==> src/logic/dtpc_pkg.sv <==
// Package: constants and types for the dancer tension loop controller
// Functional notes
// - Action codes 40 to 43 select dancer mode
// - Loop result added to main speed command
// - Main speed ramps on second accel/decel times
// - Input function code 14 routes dancer enable
// - No enable terminal: action code alone decides
// - Code zero or enable off: normal operation
// - Network enable bit acts like the terminal
// - Position scaled 0-100% per scaling select
// - Upper flag when reading exceeds set limit
// - Lower flag when reading below set limit
// - Direction flag on only for forward rotation
// - Loop-active flag on during dancer control
// - Output codes 100 and up invert logic
// - Target from setting, measured from analog
// - Setting 9999 means fixed fifty percent target
// - 40/42 reverse, 41/43 forward; 42/43 ratio
// - Loop flag off normally, on at loop stop; code only holds an already-set loop flag during loop stop
package dtpc_pkg;
    // ------------------------------------------------------------
    // Codes and settings
    // ------------------------------------------------------------
    localparam logic [7:0] DTPC_ACT_FIRST = 8'h28;   // 40
    localparam logic [7:0] DTPC_ACT_REV_FIX = 8'h28; // 40
    localparam logic [7:0] DTPC_ACT_FWD_FIX = 8'h29; // 41
    localparam logic [7:0] DTPC_ACT_REV_RAT = 8'h2a; // 42
    localparam logic [7:0] DTPC_ACT_LAST = 8'h2b;    // 43
    localparam logic [7:0] DTPC_IN_FN_ENABLE = 8'h0e; // 14
    localparam logic [7:0] DTPC_OUT_FN_LOWER = 8'h0e; // 14
    localparam logic [7:0] DTPC_OUT_FN_UPPER = 8'h0f; // 15
    localparam logic [7:0] DTPC_OUT_FN_DIR = 8'h10;   // 16
    localparam logic [7:0] DTPC_OUT_FN_LOOP = 8'h2f;  // 47
    localparam logic [7:0] DTPC_OUT_INV = 8'h64;      // 100
    localparam logic [13:0] DTPC_NO_FUNC = 14'h270f;  // 9999
    // Positions are tenths of a percent, 0..1000
    localparam logic [13:0] DTPC_POS_FULL = 14'h03e8;
    localparam logic [13:0] DTPC_POS_HALF = 14'h01f4;
    // Raw analog code scale (12-bit converter, full range)
    localparam logic [11:0] DTPC_ADC_4MA = 12'h333;  // 4/20 of full
    localparam logic [11:0] DTPC_ADC_5V = 12'h7ff;   // half of 10 V range
    localparam logic [11:0] DTPC_ADC_FULL = 12'hfff;
    localparam logic [1:0] DTPC_SCL_CUR = 2'h0;
    localparam logic [1:0] DTPC_SCL_5V = 2'h1;
    localparam logic [1:0] DTPC_SCL_10V = 2'h2;
    localparam int DTPC_N_IN_TERM = 7;
    localparam int DTPC_N_OUT_TERM = 3;

    // Sample period: 1 ms at 40 MHz
    localparam int DTPC_SAMPLE_US = 1000;
    localparam int DTPC_CLK_MHZ = 40;
    localparam int DTPC_SAMPLE_CYC = DTPC_SAMPLE_US * DTPC_CLK_MHZ;

    // ------------------------------------------------------------
    // Types
    // ------------------------------------------------------------
    typedef enum logic [1:0] {DTPC_RUN_STOP, DTPC_RUN_FWD, DTPC_RUN_REV}
        dtpc_dir_t;

    typedef struct packed {
        logic [7:0] action;       // loop_action_select
        logic [13:0] target;      // target_position_setting
        logic [13:0] upper;       // upper_limit_setting
        logic [13:0] lower;       // lower_limit_setting
        logic [1:0] scaling;      // input_scaling_select
    } dtpc_cfg_t;

    typedef struct packed {
        logic upper;
        logic lower;
        logic dir;
        logic loop;
    } dtpc_flags_t;
endpackage

==> src/logic/dtpc_out_map.sv <==
// Output terminal mapper: function code to flag with polarity
`timescale 1ns/1ps
module dtpc_out_map (
    // Clock and reset
    input wire logic CORE_CLK_IN,
    input wire logic RESETN_IN,
    // Selection and flags
    input wire logic [7:0] FUNC_CODE_IN,
    input wire dtpc_pkg::dtpc_flags_t FLAGS_IN,
    // Terminal drive
    output logic TERM_OUT
);
    import dtpc_pkg::*;

    wire logic inv = FUNC_CODE_IN >= DTPC_OUT_INV;
    wire logic [7:0] base = inv ? FUNC_CODE_IN - DTPC_OUT_INV
                                : FUNC_CODE_IN;
    wire logic sel_flag = (base == DTPC_OUT_FN_UPPER) ? FLAGS_IN.upper :
                          (base == DTPC_OUT_FN_LOWER) ? FLAGS_IN.lower :
                          (base == DTPC_OUT_FN_DIR) ? FLAGS_IN.dir :
                          (base == DTPC_OUT_FN_LOOP) ? FLAGS_IN.loop :
                          1'b0;
    wire logic nxt_term = sel_flag ^ inv;

    // Registered so the open-collector drive never glitches
    always_ff @(posedge CORE_CLK_IN or negedge RESETN_IN) begin
        if (!RESETN_IN) begin
            TERM_OUT <= 1'b0;
        end else begin
            TERM_OUT <= nxt_term;
        end
    end

    // Code 147 must show the loop flag inverted one cycle later
    chk_out_polarity: assert property (@(posedge CORE_CLK_IN)
        disable iff (!RESETN_IN)
        (FUNC_CODE_IN == DTPC_OUT_INV + DTPC_OUT_FN_LOOP) |=>
        (TERM_OUT == !$past(FLAGS_IN.loop)))
        else $error("inverted loop terminal wrong");
endmodule

==> src/logic/dtpc_top.sv <==
// Dancer tension loop controller: mode, scaling, flags, speed sum
`timescale 1ns/1ps
module dtpc_top #(
    parameter int SAMPLE_CYC = dtpc_pkg::DTPC_SAMPLE_CYC,
    parameter int SPD_W = 16
) (
    // Clock and reset
    input wire logic CORE_CLK_IN,
    input wire logic RESETN_IN,
    // Configuration settings
    input wire dtpc_pkg::dtpc_cfg_t CFG_IN,
    input wire logic [dtpc_pkg::DTPC_N_IN_TERM*8-1:0] IN_FUNC_SEL_IN,
    input wire logic [dtpc_pkg::DTPC_N_OUT_TERM*8-1:0] OUT_FUNC_SEL_IN,
    // Input terminals (pins) and network terminal bits
    input wire logic [dtpc_pkg::DTPC_N_IN_TERM-1:0] IN_TERM_IN,
    input wire logic [dtpc_pkg::DTPC_N_IN_TERM-1:0] NET_TERM_IN,
    input wire logic NET_MODE_IN,
    // Analog position sample from the converter
    input wire logic [11:0] POS_ADC_IN,
    // Speed path
    input wire logic [SPD_W-1:0] MAIN_SPEED_IN,
    input wire logic signed [SPD_W-1:0] LOOP_RESULT_IN,
    input wire logic [SPD_W-1:0] SPEED_RATIO_IN,
    input wire dtpc_pkg::dtpc_dir_t ROTATION_IN,
    input wire logic LOOP_STOP_IN,
    // Loop interface outputs
    output logic [13:0] TARGET_POS_OUT,
    output logic [13:0] MEASURED_POS_OUT,
    output logic LOOP_REVERSE_OUT,
    output logic RATIO_MODE_OUT,
    output logic USE_SECOND_RAMP_OUT,
    output logic [SPD_W-1:0] SPEED_CMD_OUT,
    // Flags and mapped output terminals
    output dtpc_pkg::dtpc_flags_t FLAGS_OUT,
    output logic [dtpc_pkg::DTPC_N_OUT_TERM-1:0] OUT_TERM_OUT
);
    import dtpc_pkg::*;

    // Refuse sizes the counter and the speed sum cannot serve
    if (SAMPLE_CYC < 2 || SPD_W < 8 || SPD_W > 30) begin : g_bad_param
        $error("dtpc_top: unsupported parameter value");
    end

    // ------------------------------------------------------------
    // Pin synchronisers
    // ------------------------------------------------------------
    logic [DTPC_N_IN_TERM-1:0] term_meta_ff;
    logic [DTPC_N_IN_TERM-1:0] term_sync_ff;
    // Terminal pins are asynchronous to the core clock
    always_ff @(posedge CORE_CLK_IN or negedge RESETN_IN) begin
        if (!RESETN_IN) begin
            term_meta_ff <= '0;
            term_sync_ff <= '0;
        end else begin
            term_meta_ff <= IN_TERM_IN;
            term_sync_ff <= term_meta_ff;
        end
    end

    // ------------------------------------------------------------
    // Enable routing and mode decode
    // ------------------------------------------------------------
    logic [DTPC_N_IN_TERM-1:0] en_assigned;
    logic [DTPC_N_IN_TERM-1:0] en_active;
    // Network bits stand in for the pins when the network drives them
    wire logic [DTPC_N_IN_TERM-1:0] term_level =
        NET_MODE_IN ? NET_TERM_IN : term_sync_ff;
    for (genvar i = 0; i < DTPC_N_IN_TERM; i++) begin : g_en
        assign en_assigned[i] =
            IN_FUNC_SEL_IN[i*8 +: 8] == DTPC_IN_FN_ENABLE;
        assign en_active[i] = en_assigned[i] & term_level[i];
    end
    wire logic any_assigned = |en_assigned;
    wire logic dancer_enable_input = |en_active;
    wire logic act_in_range = CFG_IN.action >= DTPC_ACT_FIRST &&
                              CFG_IN.action <= DTPC_ACT_LAST;
    // Unassigned enable leaves the action code alone in charge
    wire logic dancer_mode = act_in_range &&
        (!any_assigned || dancer_enable_input);
    wire logic act_reverse = CFG_IN.action == DTPC_ACT_REV_FIX ||
                             CFG_IN.action == DTPC_ACT_REV_RAT;
    // Codes above 43 are not ratio codes, so gate by the range
    wire logic act_ratio = act_in_range &&
                           CFG_IN.action > DTPC_ACT_FWD_FIX;

    // ------------------------------------------------------------
    // Position scaling to tenths of a percent
    // ------------------------------------------------------------
    logic [11:0] span;
    logic [11:0] offs;
    // Below-range current reads clip to zero rather than wrap
    always_comb begin
        unique case (CFG_IN.scaling)
            DTPC_SCL_5V: begin
                span = DTPC_ADC_5V;
                offs = 12'h000;
            end
            DTPC_SCL_10V: begin
                span = DTPC_ADC_FULL;
                offs = 12'h000;
            end
            default: begin
                span = DTPC_ADC_FULL - DTPC_ADC_4MA;
                offs = DTPC_ADC_4MA;
            end
        endcase
    end
    wire logic [11:0] above = (POS_ADC_IN > offs) ? POS_ADC_IN - offs
                                                  : 12'h000;
    wire logic [11:0] clip = (above > span) ? span : above;
    wire logic [23:0] prod = clip * DTPC_POS_FULL[9:0];
    wire logic [13:0] scaled = 14'(prod / span);
    wire logic [13:0] target = (CFG_IN.target == DTPC_NO_FUNC) ?
        DTPC_POS_HALF : CFG_IN.target;

    // ------------------------------------------------------------
    // Sample timer and flag evaluation
    // ------------------------------------------------------------
    localparam int CW = $clog2(SAMPLE_CYC);
    logic [CW-1:0] samp_cnt_ff;
    wire logic samp_tick = samp_cnt_ff == CW'(SAMPLE_CYC - 1);
    wire logic [CW-1:0] nxt_samp_cnt = samp_tick ? '0 : samp_cnt_ff + 1'b1;
    always_ff @(posedge CORE_CLK_IN or negedge RESETN_IN) begin
        if (!RESETN_IN) begin
            samp_cnt_ff <= '0;
        end else begin
            samp_cnt_ff <= nxt_samp_cnt;
        end
    end

    wire logic nxt_upper = act_in_range && CFG_IN.upper != DTPC_NO_FUNC &&
        scaled > CFG_IN.upper;
    wire logic nxt_lower = act_in_range && CFG_IN.lower != DTPC_NO_FUNC &&
        scaled < CFG_IN.lower;
    wire logic nxt_dir = ROTATION_IN == DTPC_RUN_FWD;
    wire logic nxt_loop = dancer_mode; // (held through loop stops)
    dtpc_flags_t flags_ff;
    logic [13:0] meas_ff;
    // Limit flags refresh once per sample, others track every cycle
    always_ff @(posedge CORE_CLK_IN or negedge RESETN_IN) begin
        if (!RESETN_IN) begin
            flags_ff <= '0;
            meas_ff <= '0;
        end else begin
            if (samp_tick) begin
                flags_ff.upper <= nxt_upper;
                flags_ff.lower <= nxt_lower;
                meas_ff <= scaled;
            end
            flags_ff.dir <= nxt_dir;
            flags_ff.loop <= nxt_loop || (flags_ff.loop && LOOP_STOP_IN);
        end
    end

    // ------------------------------------------------------------
    // Speed command sum
    // ------------------------------------------------------------
    localparam int PW = 2 * SPD_W;
    wire logic signed [PW-1:0] ratio_prod = PW'(signed'(LOOP_RESULT_IN)) *
        signed'(PW'(SPEED_RATIO_IN));
    wire logic signed [SPD_W+1:0] corr = act_ratio ?
        (SPD_W+2)'(ratio_prod >>> SPD_W) :
        (SPD_W+2)'(LOOP_RESULT_IN);
    wire logic signed [SPD_W+1:0] sum = signed'((SPD_W+2)'(MAIN_SPEED_IN)) +
        (flags_ff.loop ? corr : '0);
    wire logic [SPD_W-1:0] nxt_speed = sum[SPD_W+1] ? '0 :
        (sum[SPD_W] ? '1 : sum[SPD_W-1:0]);
    // Registered outputs
    always_ff @(posedge CORE_CLK_IN or negedge RESETN_IN) begin
        if (!RESETN_IN) begin
            SPEED_CMD_OUT <= '0;
            TARGET_POS_OUT <= DTPC_POS_HALF;
            LOOP_REVERSE_OUT <= 1'b0;
            RATIO_MODE_OUT <= 1'b0;
            USE_SECOND_RAMP_OUT <= 1'b0;
        end else begin
            SPEED_CMD_OUT <= nxt_speed;
            TARGET_POS_OUT <= target;
            LOOP_REVERSE_OUT <= act_reverse;
            RATIO_MODE_OUT <= act_ratio;
            USE_SECOND_RAMP_OUT <= dancer_mode;
        end
    end
    assign MEASURED_POS_OUT = meas_ff;
    assign FLAGS_OUT = flags_ff;

    // ------------------------------------------------------------
    // Output terminal mapping
    // ------------------------------------------------------------
    for (genvar j = 0; j < DTPC_N_OUT_TERM; j++) begin : g_out
        dtpc_out_map u_map (
            .CORE_CLK_IN(CORE_CLK_IN),
            .RESETN_IN(RESETN_IN),
            .FUNC_CODE_IN(OUT_FUNC_SEL_IN[j*8 +: 8]),
            .FLAGS_IN(flags_ff),
            .TERM_OUT(OUT_TERM_OUT[j])
        );
    end

    // ------------------------------------------------------------
    // Checks
    // ------------------------------------------------------------
    chk_mode_range: assert property (@(posedge CORE_CLK_IN)
        disable iff (!RESETN_IN)
        !act_in_range |=> !USE_SECOND_RAMP_OUT)
        else $error("dancer ramp outside action range");
    chk_unassigned_mode: assert property (@(posedge CORE_CLK_IN)
        disable iff (!RESETN_IN)
        (act_in_range && !any_assigned) |=> USE_SECOND_RAMP_OUT)
        else $error("unassigned enable did not allow mode");
    chk_enable_off: assert property (@(posedge CORE_CLK_IN)
        disable iff (!RESETN_IN)
        (any_assigned && !dancer_enable_input) |=> !USE_SECOND_RAMP_OUT)
        else $error("mode ran with enable off");
    chk_loop_flag: assert property (@(posedge CORE_CLK_IN)
        disable iff (!RESETN_IN)
        dancer_mode |=> FLAGS_OUT.loop)
        else $error("loop flag missing");
    chk_normal_speed: assert property (@(posedge CORE_CLK_IN)
        disable iff (!RESETN_IN)
        (!flags_ff.loop && !MAIN_SPEED_IN[SPD_W-1]) |=>
        SPEED_CMD_OUT == $past(MAIN_SPEED_IN))
        else $error("speed altered outside dancer mode");
    chk_upper_hold: assert property (@(posedge CORE_CLK_IN)
        disable iff (!RESETN_IN)
        !samp_tick |=> $stable(FLAGS_OUT.upper))
        else $error("upper flag moved between samples");
    chk_upper_off: assert property (@(posedge CORE_CLK_IN)
        disable iff (!RESETN_IN)
        (samp_tick && CFG_IN.upper == DTPC_NO_FUNC) |=> !FLAGS_OUT.upper)
        else $error("upper flag with limit disabled");
    chk_lower_set: assert property (@(posedge CORE_CLK_IN)
        disable iff (!RESETN_IN)
        (samp_tick && act_in_range && CFG_IN.lower != DTPC_NO_FUNC &&
        scaled < CFG_IN.lower) |=> FLAGS_OUT.lower)
        else $error("lower flag missing");
    chk_dir_flag: assert property (@(posedge CORE_CLK_IN)
        disable iff (!RESETN_IN)
        ROTATION_IN != DTPC_RUN_FWD |=> !FLAGS_OUT.dir)
        else $error("direction flag on while not forward");
    chk_half_target: assert property (@(posedge CORE_CLK_IN)
        disable iff (!RESETN_IN)
        CFG_IN.target == DTPC_NO_FUNC |=> TARGET_POS_OUT == DTPC_POS_HALF)
        else $error("default target not fifty percent");
    cov_dancer: cover property (@(posedge CORE_CLK_IN) dancer_mode);
    cov_upper: cover property (@(posedge CORE_CLK_IN) FLAGS_OUT.upper);
    cov_ratio: cover property (@(posedge CORE_CLK_IN)
        dancer_mode && act_ratio);
    cov_loop_stop: cover property (@(posedge CORE_CLK_IN)
        !dancer_mode && FLAGS_OUT.loop);
endmodule

==> config.mk <==
export PLATFORM = sky130hd
export DESIGN_NAME = dtpc_top
export DESIGN_NICKNAME = d
export VERILOG_FILES = /design/src/logic/dtpc_pkg.sv /design/src/logic/dtpc_out_map.sv /design/src/logic/dtpc_top.sv
export SDC_FILE = /design/constraint.sdc
export NUM_CORES = 1
export LEC_CHECK = 0
export BUFFER_PORTS_ARGS = -buffer_cell sky130_fd_sc_hd__buf_2
export CAP_MARGIN = 20
export CORE_MARGIN = 4
export CORE_UTILIZATION = 68
export CTS_CLUSTER_SIZE = 24
export DETAILED_ROUTE_END_ITERATION = 16
export GPL_TIMING_DRIVEN = 0
export PLACE_DENSITY_LB_ADDON = 0.08
export RECOVER_POWER = 25
export SYNTH_ARGS = -nofsm -noshare
export SYNTH_HDL_FRONTEND = slang
export SYNTH_SLANG_ARGS = --single-unit
==> constraint.sdc <==
create_clock -name CORE_CLK_IN -period 7.5 [get_ports CORE_CLK_IN]
set_input_delay 0 -clock CORE_CLK_IN [delete_from_list [all_inputs] [get_ports CORE_CLK_IN]]
set_output_delay 0 -clock CORE_CLK_IN [all_outputs]
set_load 0.1 [all_outputs]
==> reports/qor.yml, run 1 <==
status: "did not finish"
failing_step: "global routing"
error_line: "[ERROR GRT-0232] Routing congestion too high. Check the congestion heatmap in the GUI."
grt_max_degree: 68
synth_area_leaders: "fa_1 17%, ha_1 11%, dfrtp_1 6.9%, nand2_1 5.5%, inv_1 5.1%"
synthFlopType: "dfrtp_1"
synthesis.area_um2: 27400
ys_seq_area_share_pct: 7.52
synth_enable_flop_cells: 0
cts-root-buf: "clkbuf_16"
avgSynthCellArea_um2: 7.80
placement_rows: 73
numCtsBuffers: 9
die_x_um: 209
synth_area_leader_cell: "fa_1"
synth_top_area_share_pct: 17.0
grt_use_total_pct: 80.4
synth-seq-cells: 82
ctsLongestPathBuffers: 2
clock-sinks: 82
io_pins: 266
die_h_um: 209
gp_congestion: 1.06
dpl.hpwl_mm: 77.9
async_reset_ff_share_pct: 100
io_buffer_count: 252
yosys.cell_types.count: 136
initial_core_util_pct: 68.9
ys_warn_count: 0
syn_inst: 3511
htreeDepth: 3
grt_overflow_total: 7
logic make-up after synthesis:
family,share of synthesized area [%]
mux,2.17
flops,7.52
buf+inv,7.72
xor+xnor,7.34
other cells,0.0137
simple gates,23.9
fa+ha+maj,28.2
compound gates,23.1
repair_timing:
action                                  in CTS
endpoints found under the setup margin      30
hold buffers                                32
buffers inserted                           306
hold endpoints to repair                   105
gates resized for setup                    387
cloned                                       4
pin swaps                                  190
Yosys cell counts (74+ instances only):
cell / n
a21oi_1: 145
and2_1: 147
clkbuf_1: 111
dfrtp_1: 76
fa_1: 232
ha_1: 243
inv_1: 375
nand2_1: 399
nand3_1: 85
nor2_1: 229
nor3_1: 74
o21ai_0: 140
xnor2_1: 144
layer usage:
metal / GRT overflow / GRT usage [%]
met5: 0 / 52.6
met4: 3 / 80.2
met3: 0 / 72.2
met2: 4 / 92.3
met1: 0 / 78.0
stage by stage:
step                setup WS, ns  cells  TNS [ns]  area [um2]
floorplan                 -25.67   3512   -245.26       28300
global placement          -34.29   4289   -358.20       30200
detailed placement        -35.13   4290   -377.95       30300
CTS                       -24.78   4641   -239.70       35000
==> inputs of run 2 (changes only) <==
Settings changed: CORE_UTILIZATION 68 to 40, CTS_CLUSTER_SIZE 24 to unset, PLACE_DENSITY_LB_ADDON 0.08 to 0.15.
==> run 2 against run 1 <==
The flow now finishes, with violations (capacitance limit, slew limit, setup timing). Synthesized area stayed put. Synthesized cell count is the same.
==> reports/qor.yml, run 2 <==
worstPathRequired_ns: 7.72
synth_area_leader_cell: "fa_1"
worstMarginPinSlew_ns: 2.19
async_reset_ff_share_pct: 100  # unchanged
ys_warn_count: 0  # unchanged
synth-seq-cells: 82  # unchanged
initial_core_util_pct: 40.6  # -28 points
clock-sinks: 82  # unchanged
finClkSkew_ns: 0.0155
dpl.hpwl_mm: 77.8  # about the same
status: "finished with violations"
rsz0062_at_grt: "true"
final_antenna_net_count: 0
die_x_um: 270  # +29%
antenna_found_initial: 2
die_h_um: 270  # +29%
slowest_delay_ns: 0.56
drt-pass1-iter-count: 5
cp_slowest_cell: "a2111o_1"
critPathKind: "input pin to flip-flop"
drc: 0
routed_via_density: 5.81
setup_tns_ns: -237.60
synth_top_area_share_pct: 17.0  # unchanged
final_nets: 4824
wl_mm: 102
detail_route.wl_per_cell_um: 20.3
grt_max_degree: 47
rr_endpoint: "SPEED_CMD_OUT[9]$_DFF_PN0_"
slew_headroom_pct: -46.3
setup_viol: 30
grt_pass1_vias: 28600
min_from: "CFG_IN[29]"
cp_max_fo: 11
avgSynthCellArea_um2: 7.80  # unchanged
synth_commonest_cells: "399 x nand2_1, 375 x inv_1, 243 x ha_1, 232 x fa_1, 229 x nor2_1"
rr_startpoint: "FLAGS_OUT[0]$_DFF_PN0_"
critPathArrivalTime_ns: 32.50
synthFlopType: "dfrtp_1"
hp-class: "input pin to flip-flop"
coreArea_um2: 67500
violations: "capacitance limit, slew limit, setup timing"
htreeDepth: 3  # unchanged
final_cells: 5016
num_vias: 29100
hold_viol_final: 0
yosys.cell_types.count: 136  # unchanged
gp_congestion: 0.928  # -12%
numCtsBuffers: 9  # unchanged
cts-root-buf: "clkbuf_16"
grt_overflow_total: 0
cts_tree: "built"
layout-drive-gt1-share_pct: 28.1
hold_depth: 4
critPathTopFamily: "compound AO/OA/AOI/OAI gates"
path_common_cell: "ha_4"
clock_latency_ns: 0.37
ys_seq_area_share_pct: 7.52  # unchanged
reg2reg_slack_ns: 2.78
grt_pass1_wl_mm: 160
hold_path_end: "FLAGS_OUT[3]$_DFFE_PN0N_"
path_clk_slew_ns: 0.06
layout_min_cycle_time_ns: 32.28
reg_top3: "SPEED_CMD_OUT: 16 flops, samp_cnt_ff: 16 flops, TARGET_POS_OUT: 14 flops"
io_buffer_count: 252  # unchanged
slew_violations: 37
finalCritPeriodShare_pct: 430
mostFrequentLayoutCells: "374 x nand2_1, 349 x inv_1, 316 x buf_4"
reg2reg_depth: 25
yosysMostFrequentCell: "nand2_1"
maxCapViolCount: 1
syn_inst: 3511  # unchanged
ctsLongestPathBuffers: 2  # unchanged
fin_ws_ns: -24.78
grt_use_total_pct: 26.9
io_pins: 266  # unchanged
dieArea_um2: 72700
timing.fmax_ghz: 0.0310
placement_rows: 95  # +30%
cp-start-kind: "input pin"
synth_enable_flop_cells: 0  # unchanged
drt-initial-drc-count: 2298
areaGrowthSynthToFinish_pct: 33.9
critPathCaptureType: "flip-flop"
crit_buf_inv: 50
final_common_cell: "nand2_1"
synth_area_leaders: "fa_1 17%, ha_1 11%, dfrtp_1 6.9%, nand2_1 5.5%, inv_1 5.1%"
place_inst: 4638  # +8.1%
synthesis.area_um2: 27400  # unchanged
-- run 2: how the worst max path moves through the flow --
stage,startpoint,end,cells after the start
final,CFG_IN[0],FLAGS_OUT[3]$_DFFE_PN0N_,189
after global routing,CFG_IN[0],FLAGS_OUT[3]$_DFFE_PN0N_,185
after CTS,CFG_IN[0],FLAGS_OUT[3]$_DFFE_PN0N_,190
after detailed placement,CFG_IN[1],FLAGS_OUT[3]$_DFFE_PN0N_,183
after global placement,CFG_IN[1],FLAGS_OUT[3]$_DFFE_PN0N_,183
after floorplan,CFG_IN[1],FLAGS_OUT[3]$_DFFE_PN0N_,190
-- run 2: routing by layer --
metal	share of wire, %	vias up	track usage (%)
li1	-	13600	-
met1	43	14300	36.8
met2	47	1138	46.0
met3	7.5	121	3.67
met4	1.8	0	4.67
met5	0	-	0
-- run 2: tightest hold or removal path: cells and delay by family --
kind,cells,cell delay (ns)
AO/OA/AOI/OAI,2,0.20
buffers and inverters,1,0.08
AND/OR/NAND/NOR,1,0.06
-- run 2: repair_timing --
| item | CTS | global route |
|---|---|---|
| pin swaps | 199 | 109 |
| resized for setup | 409 | 160 |
| cloned | 2 | 0 |
| hold endpoints to repair | 63 | 0 |
| setup endpoints to repair | 30 | 30 |
| setup buffers | 279 | 72 |
| hold buffers | 29 | 0 |
-- run 2: layout make-up --
| cell class | count | area (um2) |
|---|---|---|
| antenna | 1 | 2.50 |
| buffer | 138 | 1600 |
| clock buffer | 9 | 225 |
| clock inverter | 7 | 130 |
| fill | 6438 | 30800 |
| inverter | 387 | 1520 |
| multi-input combinational | 2889 | 25500 |
| sequential | 82 | 2060 |
| tap | 873 | 1090 |
| timing repair buffer | 630 | 4560 |
-- run 2: cells by family (layout without fill, tap and decap cells) --
family                   count (synthesis)  in the layout  synth area share, %
AO/OA/AOI/OAI                          852            852                 23.1
XOR/XNOR                               219            219                 7.34
adder cells (fa/ha/maj)                479            479                 28.2
buffers and inverters                  541           1171                 7.72
flip-flops                              82             82                 7.52
multiplexers                            55             55                 2.17
other                                    1              3               0.0137
AND/OR/NAND/NOR                       1282           1282                 23.9
-- run 2: stage by stage --
| step | area (um2) | utilization (%) | setup WS (ns) | hold WS [ns] |
|---|---|---|---|---|
| after floorplan | 28300 | - | -25.67 | -0.296 |
| after global placement | 30700 | 45.4 | -36.26 | 0.109 |
| after detailed placement | 30700 | 45.5 | -36.08 | 0.00974 |
| after CTS | 35600 | 52.7 | -24.88 | 0.00805 |
| after global routing | 36700 | 54.3 | -25.85 | 0.0454 |
| final | 36700 | 54.3 | -24.78 | 0.0315 |
Power of run 2 is not shown: default switching activity piles up to over one toggle a cycle in this logic, so the estimate is an artifact.
